<file path="src/hdl/jfp_pkg.sv">
package jfp_pkg;
	// Instruction register and opcodes.
	localparam int IR_W = 4;
	localparam logic [3:0] IR_CAPTURE = 4'h1;
	localparam logic [3:0] OP_CORE_RESET = 4'hC;
	localparam logic [3:0] OP_UNLOCK = 4'h4;
	localparam logic [3:0] OP_COMMAND = 4'h5;
	localparam logic [3:0] OP_PAGE_LOAD = 4'h6;
	localparam logic [3:0] OP_PAGE_READ = 4'h7;
	localparam logic [3:0] OP_BYPASS = 4'hF;
	// Data register widths and the unlock signature.
	localparam int EN_W = 16;
	localparam int CMD_W = 15;
	localparam logic [15:0] UNLOCK_SIG = 16'hA370;
	// Command field positions.
	localparam int DONE_BIT = 9;
	localparam int STROBE_BIT = 9;
	localparam int HIBYTE_BIT = 10;
	localparam int LATCH_BIT = 14;
	// Command prefixes.
	localparam logic [6:0] PFX_MODE = 7'h23;
	localparam logic [6:0] PFX_ADDR_EXT = 7'h0B;
	localparam logic [6:0] PFX_ADDR_HI = 7'h07;
	localparam logic [6:0] PFX_ADDR_LO = 7'h03;
	localparam logic [6:0] PFX_DATA_LO = 7'h13;
	localparam logic [6:0] PFX_DATA_HI = 7'h17;
	localparam logic [6:0] PFX_READ_LO = 7'h32;
	localparam logic [6:0] PFX_READ_HI = 7'h36;
	localparam logic [6:0] PFX_PAGE_WR = 7'h35;
	localparam logic [6:0] PFX_ERASE_WR = 7'h31;
	localparam logic [6:0] PFX_LATCH = 7'h77;
	// Mode operands of the mode prefix.
	localparam logic [7:0] OPD_ERASE = 8'h80;
	localparam logic [7:0] OPD_FL_WR = 8'h10;
	localparam logic [7:0] OPD_FL_RD = 8'h02;
	localparam logic [7:0] OPD_EE_WR = 8'h11;
	localparam logic [7:0] OPD_NOP = 8'h00;
	// Bus register map, status fields and reset values.
	localparam logic [7:0] ADR_CTRL = 8'h00;
	localparam logic [7:0] ADR_STATUS = 8'h04;
	localparam logic [7:0] ADR_ADDR = 8'h08;
	localparam logic [15:0] CTRL_RESET = 16'h0400;
	localparam int ST_PROG_EN = 0;
	localparam int ST_CORE_HOLD = 1;
	localparam int ST_CHAIN = 2;
	localparam int ST_BUSY = 3;
	localparam int ST_IR_LSB = 4;
	localparam int ST_MODE_LSB = 8;
	// Test access port states, one-hot.
	typedef enum logic [15:0] {
		TAP_TLR = 16'h0001, TAP_RTI = 16'h0002, TAP_SELDR = 16'h0004,
		TAP_CAPDR = 16'h0008, TAP_SHDR = 16'h0010, TAP_EX1DR = 16'h0020,
		TAP_PAUDR = 16'h0040, TAP_EX2DR = 16'h0080, TAP_UPDDR = 16'h0100,
		TAP_SELIR = 16'h0200, TAP_CAPIR = 16'h0400, TAP_SHIR = 16'h0800,
		TAP_EX1IR = 16'h1000, TAP_PAUIR = 16'h2000, TAP_EX2IR = 16'h4000,
		TAP_UPDIR = 16'h8000
	} jfp_tap_t;
	// Programming modes, one-hot.
	typedef enum logic [4:0] {
		MODE_NONE = 5'h01, MODE_ERASE = 5'h02, MODE_FL_WR = 5'h04,
		MODE_FL_RD = 5'h08, MODE_EE_WR = 5'h10
	} jfp_mode_t;
endpackage : jfp_pkg

</file>
<file path="src/hdl/jfp_pin_if.sv">
`timescale 1ns/1ps
`default_nettype none
// Synchronised link pins and link clock edges.
interface jfp_pin_if;
	logic tckRise;
	logic tckFall;
	logic tms;
	logic tdi;
	modport src (output tckRise, output tckFall, output tms, output tdi);
	modport dst (input tckRise, input tckFall, input tms, input tdi);
endinterface : jfp_pin_if
`default_nettype wire

</file>
<file path="src/hdl/jfp_sync.sv">
`timescale 1ns/1ps
`default_nettype none
module jfp_sync (
	input wire logic clk,
	input wire logic resetn,
	input wire logic tck,
	input wire logic tms,
	input wire logic tdi,
	jfp_pin_if.src pins
);
	typedef struct packed {
		logic [2:0] s1;
		logic [2:0] s2;
		logic tckOld;
	} jfp_sync_t;

	jfp_sync_t r;
	jfp_sync_t n;

	// The first stage feeds only the second; edges are found past stage two.
	always_comb begin
		n = r;
		n.s1 = {tdi, tms, tck};
		n.s2 = r.s1;
		n.tckOld = r.s2[0];
	end

	// All pins reset low; no edge is seen during reset.
	always_ff @(posedge clk or negedge resetn) begin
		if (!resetn) begin
			r <= '0;
		end else begin
			r <= n;
		end
	end

	// Edge pulses last one system clock each.
	assign pins.tckRise = r.s2[0] && !r.tckOld;
	assign pins.tckFall = !r.s2[0] && r.tckOld;
	assign pins.tms = r.s2[1];
	assign pins.tdi = r.s2[2];
endmodule : jfp_sync
`default_nettype wire

</file>
<file path="src/hdl/jfp_top.sv">
`timescale 1ns/1ps
`default_nettype none
module jfp_top
	import jfp_pkg::*;
(
	input wire logic clk,
	input wire logic resetn,
	input wire logic tck,
	input wire logic tms,
	input wire logic tdi,
	output logic tdo,
	output logic tdoOeN,
	output logic coreHold,
	output logic [14:0] memCmd,
	output logic memExec,
	output logic [23:0] memAddr,
	input wire logic [15:0] memRdWord,
	input wire logic memBusy,
	output logic memBufWr,
	output logic [15:0] memBufData,
	output logic [1:0] memBufMask,
	output logic memErase,
	output logic memPageWr,
	output logic memEeWr,
	input wire logic cyc_i,
	input wire logic stb_i,
	input wire logic we_i,
	input wire logic [7:0] adr_i,
	input wire logic [3:0] sel_i,
	input wire logic [31:0] dat_i,
	output logic [31:0] dat_o,
	output logic ack_o
);
	typedef struct packed {
		jfp_tap_t tap;
		logic [3:0] ir;
		logic [3:0] irSh;
		logic chain;
		logic [15:0] en;
		logic progEn;
		logic [14:0] cmd;
		logic byp;
		logic [14:0] memCmd;
		jfp_mode_t mode;
		logic [23:0] addr;
		logic [7:0] dataLo;
		logic [7:0] dataHi;
		logic [7:0] rdByte;
		logic hiNext;
		logic first;
		logic [15:0] holdCnt;
		logic coreHold;
		logic tdo;
		logic tdoOeN;
		logic memExec;
		logic memErase;
		logic memPageWr;
		logic memEeWr;
		logic memBufWr;
		logic [15:0] memBufData;
		logic [1:0] memBufMask;
		logic [15:0] ctrl;
		logic ack;
		logic [31:0] datO;
	} jfp_state_t;

	jfp_state_t r;
	jfp_state_t n;
	jfp_pin_if pins ();
	logic [31:0] stat;
	logic [6:0] pfx;
	logic [7:0] opd;

	jfp_sync u_sync (
		.clk(clk),
		.resetn(resetn),
		.tck(tck),
		.tms(tms),
		.tdi(tdi),
		.pins(pins)
	);

	// Standard TAP transitions on TMS.
	function automatic jfp_tap_t tapNext(input jfp_tap_t s, input logic m);
		case (s)
		TAP_TLR: tapNext = m ? TAP_TLR : TAP_RTI;
		TAP_RTI: tapNext = m ? TAP_SELDR : TAP_RTI;
		TAP_SELDR: tapNext = m ? TAP_SELIR : TAP_CAPDR;
		TAP_CAPDR: tapNext = m ? TAP_EX1DR : TAP_SHDR;
		TAP_SHDR: tapNext = m ? TAP_EX1DR : TAP_SHDR;
		TAP_EX1DR: tapNext = m ? TAP_UPDDR : TAP_PAUDR;
		TAP_PAUDR: tapNext = m ? TAP_EX2DR : TAP_PAUDR;
		TAP_EX2DR: tapNext = m ? TAP_UPDDR : TAP_SHDR;
		TAP_UPDDR: tapNext = m ? TAP_SELDR : TAP_RTI;
		TAP_SELIR: tapNext = m ? TAP_TLR : TAP_CAPIR;
		TAP_CAPIR: tapNext = m ? TAP_EX1IR : TAP_SHIR;
		TAP_SHIR: tapNext = m ? TAP_EX1IR : TAP_SHIR;
		TAP_EX1IR: tapNext = m ? TAP_UPDIR : TAP_PAUIR;
		TAP_PAUIR: tapNext = m ? TAP_EX2IR : TAP_PAUIR;
		TAP_EX2IR: tapNext = m ? TAP_UPDIR : TAP_SHIR;
		TAP_UPDIR: tapNext = m ? TAP_SELDR : TAP_RTI;
		default: tapNext = TAP_TLR;
		endcase
	endfunction : tapNext

	// One process computes the whole next state; pulses default low.
	always_comb begin
		n = r;
		pfx = r.cmd[14:8];
		opd = r.cmd[7:0];
		stat = 32'h0000_0000;
		stat[ST_PROG_EN] = r.progEn;
		stat[ST_CORE_HOLD] = r.coreHold;
		stat[ST_CHAIN] = r.chain;
		stat[ST_BUSY] = memBusy;
		stat[ST_IR_LSB +: 4] = r.ir;
		stat[ST_MODE_LSB +: 5] = r.mode;
		n.memExec = 1'b0;
		n.memErase = 1'b0;
		n.memPageWr = 1'b0;
		n.memEeWr = 1'b0;
		n.memBufWr = 1'b0;
		n.ack = 1'b0;
		// Bus slave answers one cycle after the strobe, ack drops after.
		if (cyc_i && stb_i && !r.ack) begin
			n.ack = 1'b1;
			case (adr_i)
			ADR_CTRL: begin
				n.datO = {16'h0000, r.ctrl};
				if (we_i && sel_i[0]) n.ctrl[7:0] = dat_i[7:0];
				if (we_i && sel_i[1]) n.ctrl[15:8] = dat_i[15:8];
			end
			ADR_STATUS: n.datO = stat;
			ADR_ADDR: n.datO = {8'h00, r.addr};
			default: n.datO = 32'h0000_0000;
			endcase
		end
		// Link logic advances only on a sampled rising edge of TCK.
		if (pins.tckRise) begin
			n.tap = tapNext(r.tap, pins.tms);
			case (r.tap)
			TAP_TLR: begin
				n.ir = OP_BYPASS;
				n.first = 1'b1;
			end
			TAP_RTI: begin
				if (r.ir == OP_COMMAND) n.memExec = 1'b1;
			end
			TAP_CAPIR: n.irSh = IR_CAPTURE;
			TAP_SHIR: n.irSh = {pins.tdi, r.irSh[3:1]};
			TAP_UPDIR: begin
				n.ir = r.irSh;
				n.hiNext = 1'b0;
				n.first = 1'b1;
			end
			TAP_CAPDR: begin
				if (r.ir == OP_COMMAND) begin
					n.cmd = '0;
					n.cmd[DONE_BIT] = !memBusy;
					n.cmd[7:0] = r.rdByte;
				end else if (r.ir == OP_PAGE_READ && r.progEn) begin
					// Byte choice alternates; address moves after high.
					n.cmd[7:0] = r.hiNext ? memRdWord[15:8]
						: memRdWord[7:0];
					n.hiNext = !r.hiNext;
					if (r.hiNext) n.addr = r.addr + 24'h00_0001;
				end else if (r.ir != OP_PAGE_LOAD && r.ir != OP_UNLOCK
					&& r.ir != OP_CORE_RESET) begin
					n.byp = 1'b0;
				end
			end
			TAP_SHDR: begin
				case (r.ir)
				OP_CORE_RESET: n.chain = pins.tdi;
				OP_UNLOCK: n.en = {pins.tdi, r.en[15:1]};
				OP_COMMAND: n.cmd = {pins.tdi, r.cmd[14:1]};
				OP_PAGE_LOAD, OP_PAGE_READ:
					n.cmd[7:0] = {pins.tdi, r.cmd[7:1]};
				default: n.byp = pins.tdi;
				endcase
			end
			TAP_UPDDR: begin
				if (r.ir == OP_UNLOCK) begin
					n.progEn = (r.en == UNLOCK_SIG);
				end else if (r.ir == OP_COMMAND && r.progEn) begin
					n.memCmd = r.cmd;
					case (pfx)
					PFX_MODE: begin
						// Unknown operands leave the mode alone.
						case (opd)
						OPD_ERASE: n.mode = MODE_ERASE;
						OPD_FL_WR: n.mode = MODE_FL_WR;
						OPD_FL_RD: n.mode = MODE_FL_RD;
						OPD_EE_WR: n.mode = MODE_EE_WR;
						OPD_NOP: n.mode = MODE_NONE;
						default: n.mode = r.mode;
						endcase
					end
					PFX_ADDR_EXT: n.addr[23:16] = opd;
					PFX_ADDR_HI: n.addr[15:8] = opd;
					PFX_ADDR_LO: n.addr[7:0] = opd;
					PFX_DATA_LO: n.dataLo = opd;
					PFX_DATA_HI: n.dataHi = opd;
					PFX_READ_LO, PFX_READ_HI: begin
						// Result byte is read now and shifted out next time.
						if (r.mode == MODE_FL_RD) begin
							n.rdByte = r.cmd[HIBYTE_BIT] ? memRdWord[15:8]
								: memRdWord[7:0];
						end
					end
					PFX_PAGE_WR: begin
						// A falling strobe bit starts the page write.
						if (r.mode == MODE_FL_WR && r.memCmd[STROBE_BIT])
							n.memPageWr = 1'b1;
					end
					PFX_ERASE_WR: begin
						if (r.memCmd[STROBE_BIT]) begin
							n.memErase = (r.mode == MODE_ERASE);
							n.memEeWr = (r.mode == MODE_EE_WR);
						end
					end
					PFX_LATCH: begin
						// A rising latch bit moves the data word to the buffer.
						if (!r.memCmd[LATCH_BIT] && (r.mode == MODE_FL_WR
							|| r.mode == MODE_EE_WR)) begin
							n.memBufWr = 1'b1;
							n.memBufData = {r.dataHi, r.dataLo};
							n.memBufMask = (r.mode == MODE_FL_WR) ? 2'h3 : 2'h1;
						end
					end
					default: n.mode = r.mode;
					endcase
				end else if (r.ir == OP_PAGE_LOAD && r.progEn) begin
					// Write goes out on the next clock, far inside 11 TCK.
					if (!r.hiNext && !r.first)
						n.addr = r.addr + 24'h00_0001;
					n.memBufWr = 1'b1;
					n.memBufData = {r.cmd[7:0], r.cmd[7:0]};
					n.memBufMask = r.hiNext ? 2'h2 : 2'h1;
					n.hiNext = !r.hiNext;
					n.first = 1'b0;
				end
			end
			default: n.tap = tapNext(r.tap, pins.tms);
			endcase
		end
		// TDO changes on the falling edge so the host samples it stable.
		if (pins.tckFall) begin
			n.tdoOeN = !(r.tap == TAP_SHDR || r.tap == TAP_SHIR);
			if (r.tap == TAP_SHIR) begin
				n.tdo = r.irSh[0];
			end else begin
				case (r.ir)
				OP_CORE_RESET: n.tdo = r.chain;
				OP_UNLOCK: n.tdo = r.en[0];
				OP_COMMAND, OP_PAGE_LOAD, OP_PAGE_READ:
					n.tdo = r.cmd[0];
				default: n.tdo = r.byp;
				endcase
			end
		end
		// Reset time-out starts when the chain clears; CTRL sets its length.
		if (r.chain && !n.chain) begin
			n.holdCnt = r.ctrl;
		end else if (r.holdCnt != 16'h0000) begin
			n.holdCnt = r.holdCnt - 16'h0001;
		end
		n.coreHold = n.chain || (n.holdCnt != 16'h0000);
	end

	// Reset leaves the TAP in Test-Logic-Reset and programming locked.
	always_ff @(posedge clk or negedge resetn) begin
		if (!resetn) begin
			r <= '0;
			r.tap <= TAP_TLR;
			r.ir <= OP_BYPASS;
			r.mode <= MODE_NONE;
			r.ctrl <= CTRL_RESET;
			r.tdoOeN <= 1'b1;
			r.first <= 1'b1;
		end else begin
			r <= n;
		end
	end

	// Every output is a field of the registered state.
	assign tdo = r.tdo;
	assign tdoOeN = r.tdoOeN;
	assign coreHold = r.coreHold;
	assign memCmd = r.memCmd;
	assign memExec = r.memExec;
	assign memAddr = r.addr;
	assign memBufWr = r.memBufWr;
	assign memBufData = r.memBufData;
	assign memBufMask = r.memBufMask;
	assign memErase = r.memErase;
	assign memPageWr = r.memPageWr;
	assign memEeWr = r.memEeWr;
	assign dat_o = r.datO;
	assign ack_o = r.ack;

	// Checks on the link behaviour.
	logic rise;
	logic upd;
	assign rise = pins.tckRise;
	assign upd = pins.tckRise && r.tap == TAP_UPDDR;
endmodule : jfp_top
`default_nettype wire

</file>
<file path="config.mk">
export PLATFORM = sky130hd
export DESIGN_NAME = jfp_top
export DESIGN_NICKNAME = d
export VERILOG_FILES = /design/src/hdl/jfp_pkg.sv /design/src/hdl/jfp_pin_if.sv /design/src/hdl/jfp_sync.sv /design/src/hdl/jfp_top.sv
export SDC_FILE = /design/constraint.sdc
export NUM_CORES = 1
export LEC_CHECK = 0
export BUFFER_PORTS_ARGS = -buffer_cell sky130_fd_sc_hd__buf_4
export CAP_MARGIN = 20
export CORE_ASPECT_RATIO = 1.25
export CORE_MARGIN = 1.5
export CORE_UTILIZATION = 47
export DETAILED_ROUTE_END_ITERATION = 7
export PLACE_DENSITY = 0.68
export SETUP_SLACK_MARGIN = 0.4
export SYNTH_ARGS = -nofsm -noshare
export SYNTH_HDL_FRONTEND = slang
export SYNTH_SLANG_ARGS = --single-unit
</file>
<file path="constraint.sdc">
create_clock -name clk -period 2.8 [get_ports clk]
set_input_delay 0.14 -clock clk [delete_from_list [all_inputs] [get_ports clk]]
set_output_delay 0.14 -clock clk [all_outputs]
set_load 0.02 [all_outputs]
</file>
# ---- After elaboration in Yosys (flattened, before gate mapping)
# Index checks and enable logic that the tools add are counted.
dict set report word_totals {
  regBits 226
  output_inout_bits 98
  wordCells 260
}
dict set report op_classes {
  addsub 2
  n_eq_ne 66
  mux 86
  bitwise 1
  n_reduce_logical 68
}
# op count
set op_table {}
lappend op_table {{24-bit two-way mux} 8}
lappend op_table {{16-bit one-hot mux with 8 select lines} 1}
lappend op_table {{104-bit two-way mux} 1}
lappend op_table {{16-bit two-way mux} 6}
lappend op_table {{8-bit two-way mux} 12}
lappend op_table {{19-bit two-way mux} 4}
lappend op_table {{24-bit one-hot mux with 3 select lines} 1}
lappend op_table {{70-bit two-way mux} 1}
lappend op_table {{24-bit one-hot mux with 2 select lines} 1}
lappend op_table {{22-bit two-way mux} 2}
lappend op_table {{20-bit two-way mux} 2}
lappend op_table {{13-bit one-hot mux with 3 select lines} 1}
lappend op_table {{7-bit by 6-bit == test with 1-bit output (second input constant)} 5}
lappend op_table {{33-bit two-way mux} 1}
lappend op_table {{16-bit == test (second input constant)} 2}
lappend op_table {{16-bit one-hot mux with 2 select lines} 1}
lappend op_table {{16-bit nonzero test} 2}
lappend op_table {{9-bit AND reduction} 3}
lappend op_table {{5-bit one-hot mux with 5 select lines} 1}
lappend op_table {{24-bit by 1-bit adder with 24-bit output (second input constant)} 1}
lappend op_table {{6-bit AND reduction} 4}
lappend op_table {{23-bit two-way mux} 1}
lappend op_table {{2-bit inequality test (second input constant)} 11}
lappend op_table {{1-bit two-way mux} 18}
lappend op_table {{69 further kinds} 133}

# ---- Depth between registers and ports, before layout
dict set report logic_depth {
  ltp_word 13
  depth_mapped 10
  ltp_nobuf 9
}

# ---- Cells and area by module
# Synthesis repeated with hierarchy kept, for this count alone.
dict set report hier_totals {
  cells_unflattened 1204
  hier_area_um2 11519.8
}
# module instances cells_each area_per_inst_um2 seq_area_each_um2
set modules_own_cells {}
lappend modules_own_cells {jfp_top 1 1195 11329.6 5291.3}
lappend modules_own_cells {jfp_sync 1 9 190.2 175.2}

# ---- Least setup slack after synthesis
# Ideal clock, no wire load.
dict set report synth_timing {
  path_type {reg2reg}
  from {register r[210] in the netlist's numbering}
  to {register r[109] in the netlist's numbering}
  setup_time_ns 0.125
  arrival_ns 2.434
  t_required_ns 2.675
  path_slack_ns 0.241
  path_stages_with_launch 10
  path_buffers 3
  cell_sequence {dfrtp_1 -> buf_6 -> or4_4 -> nor2_1 -> nand3_1 -> or3_1 -> buf_6 -> or3_1 -> buf_6 -> mux2_4}
}
dict set report synth_via {
  elab_chain_cells 2
}
# element line
set synth_lines {}
lappend synth_lines {{start: declaration} jfp_top.sv:67} ;# jfp_state_t r;
lappend synth_lines {{start signal: assignment} jfp_top.sv:282} ;# r <= n;
lappend synth_lines {{16-bit by 9-bit == test with 1-bit output} jfp_top.sv:141} ;# case (r.tap)
lappend synth_lines {{5-bit AND reduction (no source line)} --}
# No other way between the ends.
# A chain may end at the register's enable or synchronous reset.

# ---- Final worst setup path
dict set report layout_timing {
  from {register r[204] in the netlist's numbering}
  to {register r[114] in the netlist's numbering}
}
# Same word-level chain as after synthesis.

==> results.toml <==
[outcome]
status = "finished clean"

[logic_synthesis]
synthArstFlopShare_pct = 100
synth_seq_cells = 218
syn-instance-count = 1257
yosys.area.top_type = "dfrtp_1"
synth_edf_count = 0
yosys-top-cells-area = "dfrtp_1, buf_4, nand2_1, mux2_2, o21ai_0"
ys_warn_count = 0
synth_area_um2 = 11800
synth_ff_type = "dfrtp_1"
seq_area_frac_synth_pct = 46.5
synth_top_area_share_pct = 44.5
yosysUniqueCellTypes = 74
syn_avg_cell_area_um2 = 9.35

[sta]
fin_ws_ps = 283
rsz0062_at_grt = "true"
final_hold_viol_count = 0
finalSetupTns_ps = 0
slew_violations = 0
worst_pin_slew_ps = 845
setup_violations = 0
timing.fmax_ghz = 0.397
skew_ps = 20.1
fin_crit_ps = 2520
slew_headroom_pct = 43.7
timing.final.crit_share_pct = 89.9

[clock_tree]
cts_buffers = 24
clockRootBuffer = "clkbuf_16"
cts_tree = "done"
htreeDepth = 1
clkLatencyLatePin_ps = 520
clockBufferDepth = 3
path_clk_slew_ps = 60
clock_sink_count = 218

[placed_design]
dp_slack_ps = 11.0
placed_cell_area_um2 = 12900
gp_congestion = 0.903
dpl.hpwl_um = 22200
port_buffers = 140

[global_route]
gr-usage-all-layers_pct = 24.5
grt_remaining_overflow = 0
antenna_found_initial = 1
grt_max_degree = 83
first_global_vias = 9705
grt_pass1_wl_um = 50700

[floorplan]
fp.dieH_um = 180
coreArea_um2 = 24500
io_pins = 167
rows = 64
die_area_um2 = 26000
die_w_um = 144
initial_core_util_pct = 48.0

[drt]
routed_wl_um = 33300
met3_length_um = 2010
drtIter0Drc = 769
wl_met2_um = 16900
ant_nets = 0
vias = 10184
wl_met1_um = 13300
wire_per_inst_um = 18.7
highest_layer = "met5"
drc = 0
viasPerCell = 5.72
first_pass_iters = 5

[hold_path]
hold_path_startpoint = "adr_i[2]"
hold_class = "primary input to flop"

[cells_and_area]
area_growth_pct = 29.1
final_nets = 1505
n_antenna_cell = 0
final_util_pct = 62.0
final_area_um2 = 15200
drive_above_1_share_pct = 33.7

[setup_path]
cp_data_required_time_ps = 3200
startpoint = "r[204]"
path_max_fanout = 5
crit_type = "flop to flop"
worst_r2r_startpoint = "r[204]"
startpoint_type = "flop"
crit_arrival_ps = 2920
endpoint_kind = "flop"

[pwr]
p_per_area_nw_per_um2 = 505
p_leak_nw = 7.05
irDropWorstVdd_mv = 0.338

[run]
cap_violations = 0
## per-layer routing
| metal | up-vias | track usage (%) |
|---|---|---|
| li1 | 4748 | - |
| met4 | 2 | 8.36 |
| met2 | 359 | 42.0 |
| met3 | 91 | 3.41 |
| met5 | - | 0 |
| met1 | 4984 | 31.4 |
## synth_stat cells (6+ instances only)
| cell | count |
|---|---|
| a21o_1 | 6 |
| a22o_1 | 10 |
| nand3_1 | 31 |
| o21ai_0 | 99 |
| inv_1 | 20 |
| dfrtp_1 | 209 |
| dfstp_2 | 9 |
| nand4_1 | 18 |
| mux2i_1 | 23 |
| buf_4 | 89 |
| nor4_1 | 16 |
| xnor2_1 | 11 |
| o22a_1 | 6 |
| nor4b_1 | 8 |
| nor3_1 | 28 |
| clkbuf_1 | 52 |
| nor2_1 | 115 |
| nand2_1 | 172 |
| nand2b_1 | 8 |
| o31ai_1 | 13 |
| nor2b_1 | 7 |
| a22oi_1 | 19 |
| and3_1 | 10 |
| a211oi_1 | 6 |
| or4_1 | 6 |
| a221oi_1 | 13 |
| and2_1 | 8 |
| mux2_2 | 55 |
| a21oi_1 | 61 |
| mux2_4 | 7 |
| a31oi_1 | 7 |
| buf_2 | 11 |
| nand4b_1 | 7 |
| nor3b_1 | 6 |
| or3_1 | 12 |
## path summary, 6_finish.rpt
| check | slack (ps) | to | cells after the start |
|---|---|---|---|
| hold reg to reg | 350 | u_sync.pins.tdi | 0 |
| setup / recovery | 280 | r[114] | 7 |
| max in group asynchronous | 1640 | r[211] | 3 |
| min in group asynchronous | 200 | memCmd[2] | 2 |
| setup reg to reg | 280 | r[114] | 7 |
| hold / removal | 160 | dat_o[1] | 4 |
## critical path, cell delays in order (launching register included)
cell and delay (ps):
dfrtp_1 400, nor4_4 460, and2_4 240, nand3_2 100, or3_4 370, buf_4 150
or3_4 370, mux2_4 310
## final cells by class
class	count	area (µm²)
Clock buffer	32	712
Sequential cell	218	5470
Timing Repair Buffer	298	2520
Inverter	21	78.8
Tap cell	330	413
Clock inverter	11	138
Fill cell	2063	9320
Multi-Input combinational cell	870	5850
## flip-flops by register name, indices dropped and copies added (netlist names), 2 cells and up
register	cells
dat_o	24
memAddr	24
memBufData	16
memBufMask	2
memCmd	15
opd	8
pfx	7
r	106
u_sync.n	4
## stage by stage
step | instances | hold slack [ps] | power, mW
global placement | 1643 | 184 | 4.14
finish | 1780 | 155 | 7.67
floorplan | 1264 | -156 | 3.83
detailed placement | 1644 | 182 | 4.15
CTS | 1748 | 139 | 7.58
global route | 1780 | 163 | 7.95
## where the power goes
| group | switching [mW] | leakage, nW | total [mW] | internal, mW |
|---|---|---|---|---|
| clock network | 1.30 | 0.415 | 3.35 | 2.06 |
| registers | 0.0785 | 2.87 | 3.31 | 3.23 |
| logic | 0.536 | 3.76 | 1.00 | 0.467 |
| total | 1.91 | 7.05 | 7.67 | 5.75 |
## cells by family after synthesis
logic type	after synthesis	synth area share (%)
AOI/OAI and AO/OA	274	14.4
xor gates and xnor gates	15	1.12
adders and majority gates	3	0.319
buffers and inverters	180	8.90
DFF	218	46.5
muxes	85	8.12
other	1	0.0319
and+or+nand+nor	481	20.6
## timing repair
action | CTS | global route
gates cloned | 3 | 4
buffers inserted | 21 | 28
pin swaps | 20 | 55
gates resized for setup | 60 | 120
hold endpoints to repair | 100 | 0
endpoints found under the setup margin | 74 | 82
hold buffers | 37 | 0
## placed cells by master, fill, tap and decap left out, drive strengths merged, types with 20 or more instances in the layout
cell type      n
clkbuf        34
nor3          32
nand2        173
dlygate4sd3   37
buf          259
inv           20
nand3         31
mux2          62
mux2i         23
a21oi         61
nor4          20
o21ai        105
dfrtp        209
nor2         115
Power figures use the tool's default switching activity.
